[config.mk]
export PLATFORM = sky130hd
export DESIGN_NAME = rx_sof_sync_correlator_config
export DESIGN_NICKNAME = d
export VERILOG_FILES = /design/src/logic/rx_cfg_pkg.sv /design/src/logic/rx_sof_sync_correlator_config.sv
export SDC_FILE = /design/constraint.sdc
export NUM_CORES = 1
export LEC_CHECK = 0
export BUFFER_PORTS_ARGS = -buffer_cell sky130_fd_sc_hd__buf_2
export CORE_UTILIZATION = 30
export DETAILED_ROUTE_END_ITERATION = 16
export PLACE_DENSITY = 0.63
export SKIP_LAST_GASP = 1
export SYNTH_ARGS = -nofsm -noshare
export SYNTH_HDL_FRONTEND = slang
export SYNTH_SLANG_ARGS = --single-unit
export TNS_END_PERCENT = 1
[constraint.sdc]
create_clock -name clk_sys_i -period 2.81 [get_ports clk_sys_i]
set_input_delay 0.281 -clock clk_sys_i [delete_from_list [all_inputs] [get_ports clk_sys_i]]
set_output_delay 0.281 -clock clk_sys_i [all_outputs]
set_load 0.01 [all_outputs]
[src/logic/rx_cfg_pkg.sv]
package rx_cfg_pkg;

    // ==========================================
    // Register map
    localparam logic [6:0] ADDR_SOF_PATTERN_HIGH = 7'h5a;
    localparam logic [6:0] ADDR_SOF_PATTERN_LOW = 7'h5b;
    localparam logic [6:0] ADDR_SOF_SYNC_CONTROL = 7'h5c;
    localparam logic [6:0] ADDR_RX_DEMOD_CONTROL = 7'h5d;
    localparam logic [6:0] ADDR_RX_CORRELATOR_CONFIG = 7'h5e;
    localparam logic [6:0] ADDR_RX_FACTORY_TRIM = 7'h5f;

    // ==========================================
    // Reset values
    localparam logic [7:0] RST_SOF_PATTERN_HIGH = 8'h00;
    localparam logic [7:0] RST_SOF_PATTERN_LOW = 8'h00;
    localparam logic [7:0] RST_SOF_SYNC_CONTROL = 8'h00;
    localparam logic [7:0] RST_RX_DEMOD_CONTROL = 8'h00;
    localparam logic [7:0] RST_RX_CORRELATOR_CONFIG = 8'h00;
    localparam logic [7:0] RST_RX_FACTORY_TRIM_DEFAULT = 8'h00;

    // ==========================================
    // Writable bit masks
    localparam logic [7:0] MASK_RX_DEMOD_CONTROL = 8'h3f;
    localparam logic [7:0] MASK_RX_CORRELATOR_CONFIG = 8'hf8;

    // ==========================================
    // Field positions
    localparam int SYNC_COUNT_LSB = 4;
    localparam int SYNC_FALL_BIT = 3;
    localparam int SYNC_HALF_BIT = 2;
    localparam int SYNC_KIND_LSB = 0;
    localparam int DEMOD_AVG_BIT = 5;
    localparam int DEMOD_SQUARE_BIT = 4;
    localparam int DEMOD_PEAK_BIT = 3;
    localparam int DEMOD_POL_BIT = 2;
    localparam int DEMOD_FSK_BIT = 1;
    localparam int DEMOD_BPSK_BIT = 0;
    localparam int CORR_FREQ_LSB = 6;
    localparam int CORR_SPEED_LSB = 4;
    localparam int CORR_SHORT_BIT = 3;

    // ==========================================
    // Correlation window lengths
    localparam logic [6:0] CORR_LEN_LONG = 7'd64;
    localparam logic [6:0] CORR_LEN_SHORT = 7'd32;

    // ==========================================
    // Modes
    typedef enum logic [1:0] {
        KIND_BURST,
        KIND_NIBBLE,
        KIND_START_BIT,
        KIND_RESERVED
    } sof_pattern_kind_e;

    typedef enum logic [1:0] {
        SUB_212K,
        SUB_424K,
        SUB_848K
    } subcarrier_e;

    typedef enum logic [1:0] {
        SPEED_14443,
        SPEED_53K_424K,
        SPEED_26K_212K,
        SPEED_RESERVED
    } corr_speed_e;

    // ==========================================
    // Decoded configuration
    typedef struct packed {
        logic [15:0] sof_pattern_value;
        logic [3:0] sof_valid_bit_count;
        logic grid_from_first_falling_edge;
        logic final_sof_bit_half_length;
        sof_pattern_kind_e sof_pattern_kind;
        logic [3:0] nibble_data;
        logic [3:0] nibble_collision;
        logic burst_mode;
        logic start_bit_resync;
    } sof_cfg_s;

    typedef struct packed {
        logic four_sample_average;
        logic square_shaping;
        logic grid_at_peak;
        logic manchester_polarity;
        logic fsk_enable;
        logic bpsk_enable;
    } demod_cfg_s;

    typedef struct packed {
        subcarrier_e subcarrier_select;
        corr_speed_e correlation_clock_count;
        logic short_correlation_window;
        logic [6:0] correlation_length;
    } corr_cfg_s;

endpackage : rx_cfg_pkg

[src/logic/rx_sof_sync_correlator_config.sv]
// The strobed register port was chosen for this implementation.
`timescale 1ns/100ps
`default_nettype none

module rx_sof_sync_correlator_config
    import rx_cfg_pkg::*;
#(
    parameter logic [7:0] TRIM_BOOT_VALUE = RST_RX_FACTORY_TRIM_DEFAULT
) (
    // Clock and reset
    input wire logic clk_sys_i,
    input wire logic reset_i,
    // Register port
    input wire logic [6:0] reg_addr_i,
    input wire logic [7:0] reg_wdata_i,
    input wire logic reg_write_i,
    input wire logic reg_read_i,
    output logic [7:0] reg_rdata_o,
    // Configuration to receive datapath
    output sof_cfg_s sof_cfg_o,
    output demod_cfg_s demod_cfg_o,
    output corr_cfg_s corr_cfg_o,
    output logic [7:0] rx_factory_trim_o
);

    // ==========================================
    // Register storage
    logic [7:0] sof_pattern_high_r;
    logic [7:0] sof_pattern_low_r;
    logic [7:0] sof_sync_control_r;
    logic [7:0] rx_demod_control_r;
    logic [7:0] rx_correlator_config_r;
    logic [7:0] rx_factory_trim_r;
    logic trim_loaded_r;
    logic [7:0] reg_rdata_r;
    sof_cfg_s sof_cfg_r;
    demod_cfg_s demod_cfg_r;
    corr_cfg_s corr_cfg_r;

    // ==========================================
    // Address decode
    wire logic hit_high = (reg_addr_i == ADDR_SOF_PATTERN_HIGH);
    wire logic hit_low = (reg_addr_i == ADDR_SOF_PATTERN_LOW);
    wire logic hit_sync = (reg_addr_i == ADDR_SOF_SYNC_CONTROL);
    wire logic hit_demod = (reg_addr_i == ADDR_RX_DEMOD_CONTROL);
    wire logic hit_corr = (reg_addr_i == ADDR_RX_CORRELATOR_CONFIG);
    wire logic hit_trim = (reg_addr_i == ADDR_RX_FACTORY_TRIM);

    logic [7:0] read_mux;
    always_comb begin
        if (hit_high) begin
            read_mux = sof_pattern_high_r;
        end else if (hit_low) begin
            read_mux = sof_pattern_low_r;
        end else if (hit_sync) begin
            read_mux = sof_sync_control_r;
        end else if (hit_demod) begin
            read_mux = rx_demod_control_r & MASK_RX_DEMOD_CONTROL;
        end else if (hit_corr) begin
            read_mux = rx_correlator_config_r & MASK_RX_CORRELATOR_CONFIG;
        end else if (hit_trim) begin
            read_mux = rx_factory_trim_r;
        end else begin
            read_mux = 8'h00;
        end
    end

    // ==========================================
    // Field decode
    wire logic [15:0] pattern_value = {sof_pattern_high_r, sof_pattern_low_r};
    wire sof_pattern_kind_e pattern_kind = sof_pattern_kind_e'(sof_sync_control_r[SYNC_KIND_LSB +: 2]);

    // Nibble {data, coll}: data is bit 1, collision bit 0 of each nibble
    logic [3:0] nib_data;
    logic [3:0] nib_coll;
    genvar g;
    generate
        for (g = 0; g < 4; g++) begin : g_nibble
            assign nib_coll[g] = pattern_value[4 * g];
            assign nib_data[g] = pattern_value[4 * g + 1] & ~nib_coll[g];
        end
    endgenerate

    function automatic subcarrier_e freq_decode(input logic [1:0] code);
        if (code == 2'd0) begin
            freq_decode = SUB_212K;
        end else if (code == 2'd1) begin
            freq_decode = SUB_424K;
        end else begin
            freq_decode = SUB_848K;
        end
    endfunction : freq_decode

    sof_cfg_s sof_cfg_nxt;
    demod_cfg_s demod_cfg_nxt;
    corr_cfg_s corr_cfg_nxt;

    always_comb begin
        sof_cfg_nxt.sof_pattern_value = pattern_value;
        sof_cfg_nxt.sof_valid_bit_count = sof_sync_control_r[SYNC_COUNT_LSB +: 4];
        sof_cfg_nxt.grid_from_first_falling_edge = sof_sync_control_r[SYNC_FALL_BIT];
        sof_cfg_nxt.final_sof_bit_half_length = sof_sync_control_r[SYNC_HALF_BIT];
        sof_cfg_nxt.sof_pattern_kind = pattern_kind;
        sof_cfg_nxt.burst_mode = (pattern_kind == KIND_BURST);
        sof_cfg_nxt.nibble_data = (pattern_kind == KIND_NIBBLE) ? nib_data : 4'h0;
        sof_cfg_nxt.nibble_collision = (pattern_kind == KIND_NIBBLE) ? nib_coll : 4'h0;
        sof_cfg_nxt.start_bit_resync = (pattern_kind == KIND_START_BIT);
        demod_cfg_nxt.four_sample_average = rx_demod_control_r[DEMOD_AVG_BIT];
        demod_cfg_nxt.square_shaping = rx_demod_control_r[DEMOD_SQUARE_BIT];
        demod_cfg_nxt.grid_at_peak = rx_demod_control_r[DEMOD_PEAK_BIT];
        demod_cfg_nxt.manchester_polarity = rx_demod_control_r[DEMOD_POL_BIT];
        demod_cfg_nxt.fsk_enable = rx_demod_control_r[DEMOD_FSK_BIT];
        demod_cfg_nxt.bpsk_enable = rx_demod_control_r[DEMOD_BPSK_BIT];
        corr_cfg_nxt.subcarrier_select = freq_decode(rx_correlator_config_r[CORR_FREQ_LSB +: 2]);
        corr_cfg_nxt.correlation_clock_count = corr_speed_e'(rx_correlator_config_r[CORR_SPEED_LSB +: 2]);
        corr_cfg_nxt.short_correlation_window = rx_correlator_config_r[CORR_SHORT_BIT];
        corr_cfg_nxt.correlation_length = rx_correlator_config_r[CORR_SHORT_BIT] ?
            CORR_LEN_SHORT : CORR_LEN_LONG;
    end

    // ==========================================
    // Register writes
    always_ff @(posedge clk_sys_i or posedge reset_i) begin
        if (reset_i) begin
            sof_pattern_high_r <= RST_SOF_PATTERN_HIGH;
            sof_pattern_low_r <= RST_SOF_PATTERN_LOW;
            sof_sync_control_r <= RST_SOF_SYNC_CONTROL;
            rx_demod_control_r <= RST_RX_DEMOD_CONTROL;
            rx_correlator_config_r <= RST_RX_CORRELATOR_CONFIG;
        end else if (reg_write_i) begin
            if (hit_high) begin
                sof_pattern_high_r <= reg_wdata_i;
            end
            if (hit_low) begin
                sof_pattern_low_r <= reg_wdata_i;
            end
            if (hit_sync) begin
                sof_sync_control_r <= reg_wdata_i;
            end
            if (hit_demod) begin
                rx_demod_control_r <= reg_wdata_i & MASK_RX_DEMOD_CONTROL;
            end
            if (hit_corr) begin
                rx_correlator_config_r <= reg_wdata_i & MASK_RX_CORRELATOR_CONFIG;
            end
        end
    end

    // Factory trim: boot value loaded on first clock after reset release
    always_ff @(posedge clk_sys_i or posedge reset_i) begin
        if (reset_i) begin
            rx_factory_trim_r <= RST_RX_FACTORY_TRIM_DEFAULT;
            trim_loaded_r <= 1'b0;
        end else if (!trim_loaded_r) begin
            rx_factory_trim_r <= TRIM_BOOT_VALUE;
            trim_loaded_r <= 1'b1;
        end else if (reg_write_i && hit_trim) begin
            rx_factory_trim_r <= reg_wdata_i;
        end
    end

    // ==========================================
    // Read data and registered outputs
    always_ff @(posedge clk_sys_i or posedge reset_i) begin
        if (reset_i) begin
            reg_rdata_r <= 8'h00;
            sof_cfg_r <= '0;
            demod_cfg_r <= '0;
            corr_cfg_r <= '0;
        end else begin
            reg_rdata_r <= reg_read_i ? read_mux : 8'h00;
            sof_cfg_r <= sof_cfg_nxt;
            demod_cfg_r <= demod_cfg_nxt;
            corr_cfg_r <= corr_cfg_nxt;
        end
    end

    assign reg_rdata_o = reg_rdata_r;
    assign sof_cfg_o = sof_cfg_r;
    assign demod_cfg_o = demod_cfg_r;
    assign corr_cfg_o = corr_cfg_r;
    assign rx_factory_trim_o = rx_factory_trim_r;

endmodule : rx_sof_sync_correlator_config

`default_nettype wire

# Word-level counts from Yosys, hierarchy flattened
# Cells that the tools add are included.
# totals
register_bits,104
out_inout_bits,68
wordCells,67
inputBits,19
# classes
n_bitwise,8
eq_ne,10
reduce_logical,8
n_mux,14
# op_table
operator,count
8-bit two-way mux,9
"7-bit == test, second input constant",6
2-bit AND reduction,5
4-bit two-way mux,2
7-bit two-way mux,1
1-bit bitwise AND,4
"2-bit by 1-bit == test with 1-bit output, second input constant",2
2-bit logical NOT,2
2-bit two-way mux,2
1-bit inverter,4
"2-bit == test, second input constant",1
"2-bit by 1-bit inequality test with 1-bit output, second input constant",1
1-bit logical AND,1

# Depth between registers and ports, before layout
# depth
depth_word,8
depth_mapped,5
mapped_depth_nobuf,3

# Worst setup path after synthesis
# No wires, ideal clock.
# synth_timing
path_kind,input to register
start,input port reg_addr_i[5]
end,register sof_sync_control_r[0]
setup_slack_ns,1.299
stages,4
n_path_buf,1
required_ns,2.685
setup_time_ns,0.125
arrival_time_ns,1.387
path_cell_list,nand4b_4 buf_6 nor4_4 mux2_2
# synth_via
elab_chain_len,2
# synth_rtl
element,line_no,text
from (decl),rx_sof_sync_correlator_config.sv:14,"input wire logic [6:0] reg_addr_i,"
7-bit == test,rx_sof_sync_correlator_config.sv:44,wire logic hit_sync = (reg_addr_i == ADDR_SOF_SYNC_CONTROL);
2-bit AND reduction (no source line),--,
to (signal assigned),rx_sof_sync_correlator_config.sv:138,sof_sync_control_r <= reg_wdata_i;
to (decl),rx_sof_sync_correlator_config.sv:30,logic [7:0] sof_sync_control_r;
# No other way between the ends.
# A chain may end at the register's enable or synchronous reset.

# Final worst setup path
# layout_timing
start,input port reg_addr_i[0]
end,register rx_demod_control_r[4]
# layout_via
elab_chain_len,2
# layout_rtl
element,line_no,text
7-bit == test,rx_sof_sync_correlator_config.sv:45,wire logic hit_demod = (reg_addr_i == ADDR_RX_DEMOD_CONTROL);
2-bit AND reduction (no source line),--,
to (signal assigned),rx_sof_sync_correlator_config.sv:141,rx_demod_control_r <= reg_wdata_i & MASK_RX_DEMOD_CONTROL;
to (decl),rx_sof_sync_correlator_config.sv:31,logic [7:0] rx_demod_control_r;
# No other way between the ends.

==> impl_metrics.env <==
export IMPL_status="complete, no violations"
export IMPL_fin_crit_ps=1720
export IMPL_cts_resized=0
export IMPL_grt_pass1_vias=2424
export IMPL_cts_hold_buffers=0
export IMPL_p_per_area_nw_per_um2=661
export IMPL_cts_made_buffers=9
export IMPL_htreeDepth=3
export IMPL_dpl_cell_area_um2=4280
export IMPL_hold_slack_ps=59.3
export IMPL_num_vias=2395
export IMPL_die_h_um=114
export IMPL_antenna_found_initial=0
export IMPL_pwr_share_seq=0.513
export IMPL_synthFlopType="dfrtp_1"
export IMPL_gp_congestion=0.805
export IMPL_crit_fanout=28
export IMPL_r2r_cells=3
export IMPL_drive_above_1_share=0.423
export IMPL_post_cts_buffers=0
export IMPL_overflow=0
export IMPL_synth_seq_area_share=0.654
export IMPL_grt_pass1_wl_um=13700
export IMPL_p_clk_frac=0.406
export IMPL_crit_arrival_ps=1950
export IMPL_dp_hpwl_um=5840
export IMPL_power_w=0.00303
export IMPL_yosysTopAreaCell="dfrtp_1"
export IMPL_cp_required_ps=3040
export IMPL_drc=0
export IMPL_leakagePower_nw=2.34
export IMPL_start_util=0.309
export IMPL_cts_tree="done"
export IMPL_pre_cts_ws_ps=735
export IMPL_setup_viol_count_final=0
export IMPL_fin_skew_ps=5.31
export IMPL_drv_slew=0
export IMPL_fin_nets=357
export IMPL_synth_cell_types=39
export IMPL_portBuffers=81
export IMPL_crit_chain="buf_2, inv_1, nor4_4, mux2_2"
export IMPL_wire_per_inst_um=16.5
export IMPL_cap_violations=0
export IMPL_path_buf_inv=2
export IMPL_async_flop_share=1.00
export IMPL_relSlewSlack=0.541
export IMPL_path_delay_family="buffers and inverters"
export IMPL_p_sw_w=0.000697
export IMPL_io_pins=87
export IMPL_endpoint_kind="register"
export IMPL_drt_initial_drc_count=133
export IMPL_hold_viol_final=0
export IMPL_synth_area_leaders="dfrtp_1, mux2_2, mux2i_1"
export IMPL_setup_slack_ps=1090
export IMPL_cts_sinks=98
export IMPL_ir_drop_uv=294
export IMPL_n_antenna_cell=0
export IMPL_grt_max_degree=99
export IMPL_dieArea_um2=12900
export IMPL_timing_setup_tns_ps=0
export IMPL_critical_path_cell_count=4
export IMPL_final_antenna_net_count=0
export IMPL_p_int_w=0.00234
export IMPL_yosys_top_cells_count="dfrtp_1, mux2_2, o21ai_0"
export IMPL_clkLatencyLatePin_ps=340
export IMPL_synth_cells=260
export IMPL_root_buffer="clkbuf_16"
export IMPL_worst_setup_path_type="in2reg"
export IMPL_hold_class="in2async"
export IMPL_ys_warnings_count=0
export IMPL_power_share_combinational=0.081
export IMPL_wirelength_um=8440
export IMPL_vias_per_cell=4.69
export IMPL_synth_edf_count=0
export IMPL_die_width_um=114
export IMPL_rows=40
export IMPL_tightest_slew_ps=684
export IMPL_period_share=0.613
export IMPL_synth_top_cell_area_share=0.654
export IMPL_fmax_ghz=0.581
export IMPL_dr_pass1_iters=4
export IMPL_clockBufferDepth=2
export IMPL_ys_ff_latch=98
export IMPL_area_growth_pct=22.5
export IMPL_core_area_um2=12100
export IMPL_grt_util_all_layers=0.143
export IMPL_syn_area_um2=3750
export IMPL_grt_setup_unrepaired="no"
export IMPL_critPathSlowestCell="nor4_4"
export IMPL_syn_avg_cell_area_um2=14.4
export IMPL_cp_slowest_stage_delay_ps=530
export IMPL_cp_start_kind="primary input"
export IMPL_final_area_um2=4590
export IMPL_synth_most_common_cell="dfrtp_1"
export IMPL_clkSlewWorstSetupHoldPaths_ps=60
export IMPL_switching_share=0.230
-- cell type report --
type	count	area, µm²
Clock buffer	11	253
Clock inverter	5	52.6
Fill cell	1181	7520
Inverter	5	22.5
Multi-Input combinational cell	142	1170
Sequential cell	98	2450
Tap cell	168	210
Timing Repair Buffer	82	425
-- cell families after synthesis --
family / after synthesis / share of synthesized area
DFF: 98 / 0.654
muxes: 46 / 0.136
buffers and inverters: 24 / 0.0364
other: 2 / 0.00200
and+or+nand+nor: 55 / 0.108
AOI/OAI and AO/OA: 35 / 0.0638
-- layer usage --
layer  track usage  up-vias  part of all wire
met2         0.211       96              0.46
met3        0.0414       15             0.062
li1              -     1082                 -
met1         0.191     1202              0.46
met4        0.0711        0             0.023
met5             0        -                 0
-- worst reg2reg max path: cells and delay by family (launching register included) --
kind               cells  cell delay, ps
DFF                    1             370
AOI/OAI and AO/OA      1              70
and+or+nand+nor        1             430
muxes                  1             180
-- through the flow --
| step | util | std cells |
|---|---|---|
| after CTS | 0.379 | 511 |
| final | 0.379 | 511 |
| after global placement | 0.354 | 495 |
| after global routing | 0.379 | 511 |
| after floorplan | - | 264 |
| after detailed placement | 0.354 | 495 |
-- sequential cells by signal, indices dropped and copies added (netlist names) --
name,flops
sof_pattern_low_r,8
reg_rdata_o,8
sof_cfg_o,34
corr_cfg_o,6
rx_demod_control_r,6
rx_correlator_config_r,5
trim_loaded_r,1
sof_sync_control_r,8
demod_cfg_o,6
rx_factory_trim_o,8
sof_pattern_high_r,8
-- power by group through the flow --
stage               logic [W]  clock network (W)  registers [W]
floorplan            0.000134                  0        0.00159
global placement     0.000246                  0        0.00158
detailed placement   0.000250                  0        0.00158
CTS                  0.000251            0.00127        0.00156
global route         0.000272            0.00133        0.00157
finish               0.000247            0.00123        0.00156
-- worst paths after layout --
path,startpoint,endpoint,slack [ps]
setup / recovery,reg_addr_i[0],rx_demod_control_r[4]$_DFFE_PP0P_,1090
hold / removal,reset_i,sof_cfg_o[23]$_DFF_PP0_,60
setup reg to reg,rx_factory_trim_o[6]$_DFFE_PP0P_,reg_rdata_o[6]$_DFF_PP0_,1620
hold reg to reg,sof_pattern_high_r[3]$_DFFE_PP0P_,sof_cfg_o[29]$_DFF_PP0_,400
max in group asynchronous,reset_i,sof_pattern_low_r[5]$_DFFE_PP0P_,2340
min in group clk_sys_i,reg_wdata_i[2],sof_pattern_low_r[2]$_DFFE_PP0P_,240
-- cells in the final DEF (no fill, tap or decap), types with 2 or more instances in the layout --
master,count
and2_1,4
conb_1,6
clkinvlp_4,2
nor3b_1,4
a31oi_1,2
buf_2,81
nor3_1,4
a221o_1,3
o21ai_0,11
a21oi_1,2
clkinv_2,3
dfrtp_1,98
nand4_1,3
inv_1,4
a21boi_0,8
nand3_1,10
clkbuf_16,9
and3b_1,2
nand2_1,6
nand2b_1,2
and4_1,2
nor2b_1,6
mux2i_1,7
mux2_2,39
clkbuf_8,2
o22ai_1,3
o311ai_0,2
nor4_4,2
nor4b_1,3
(Power assumes the default switching activity.)
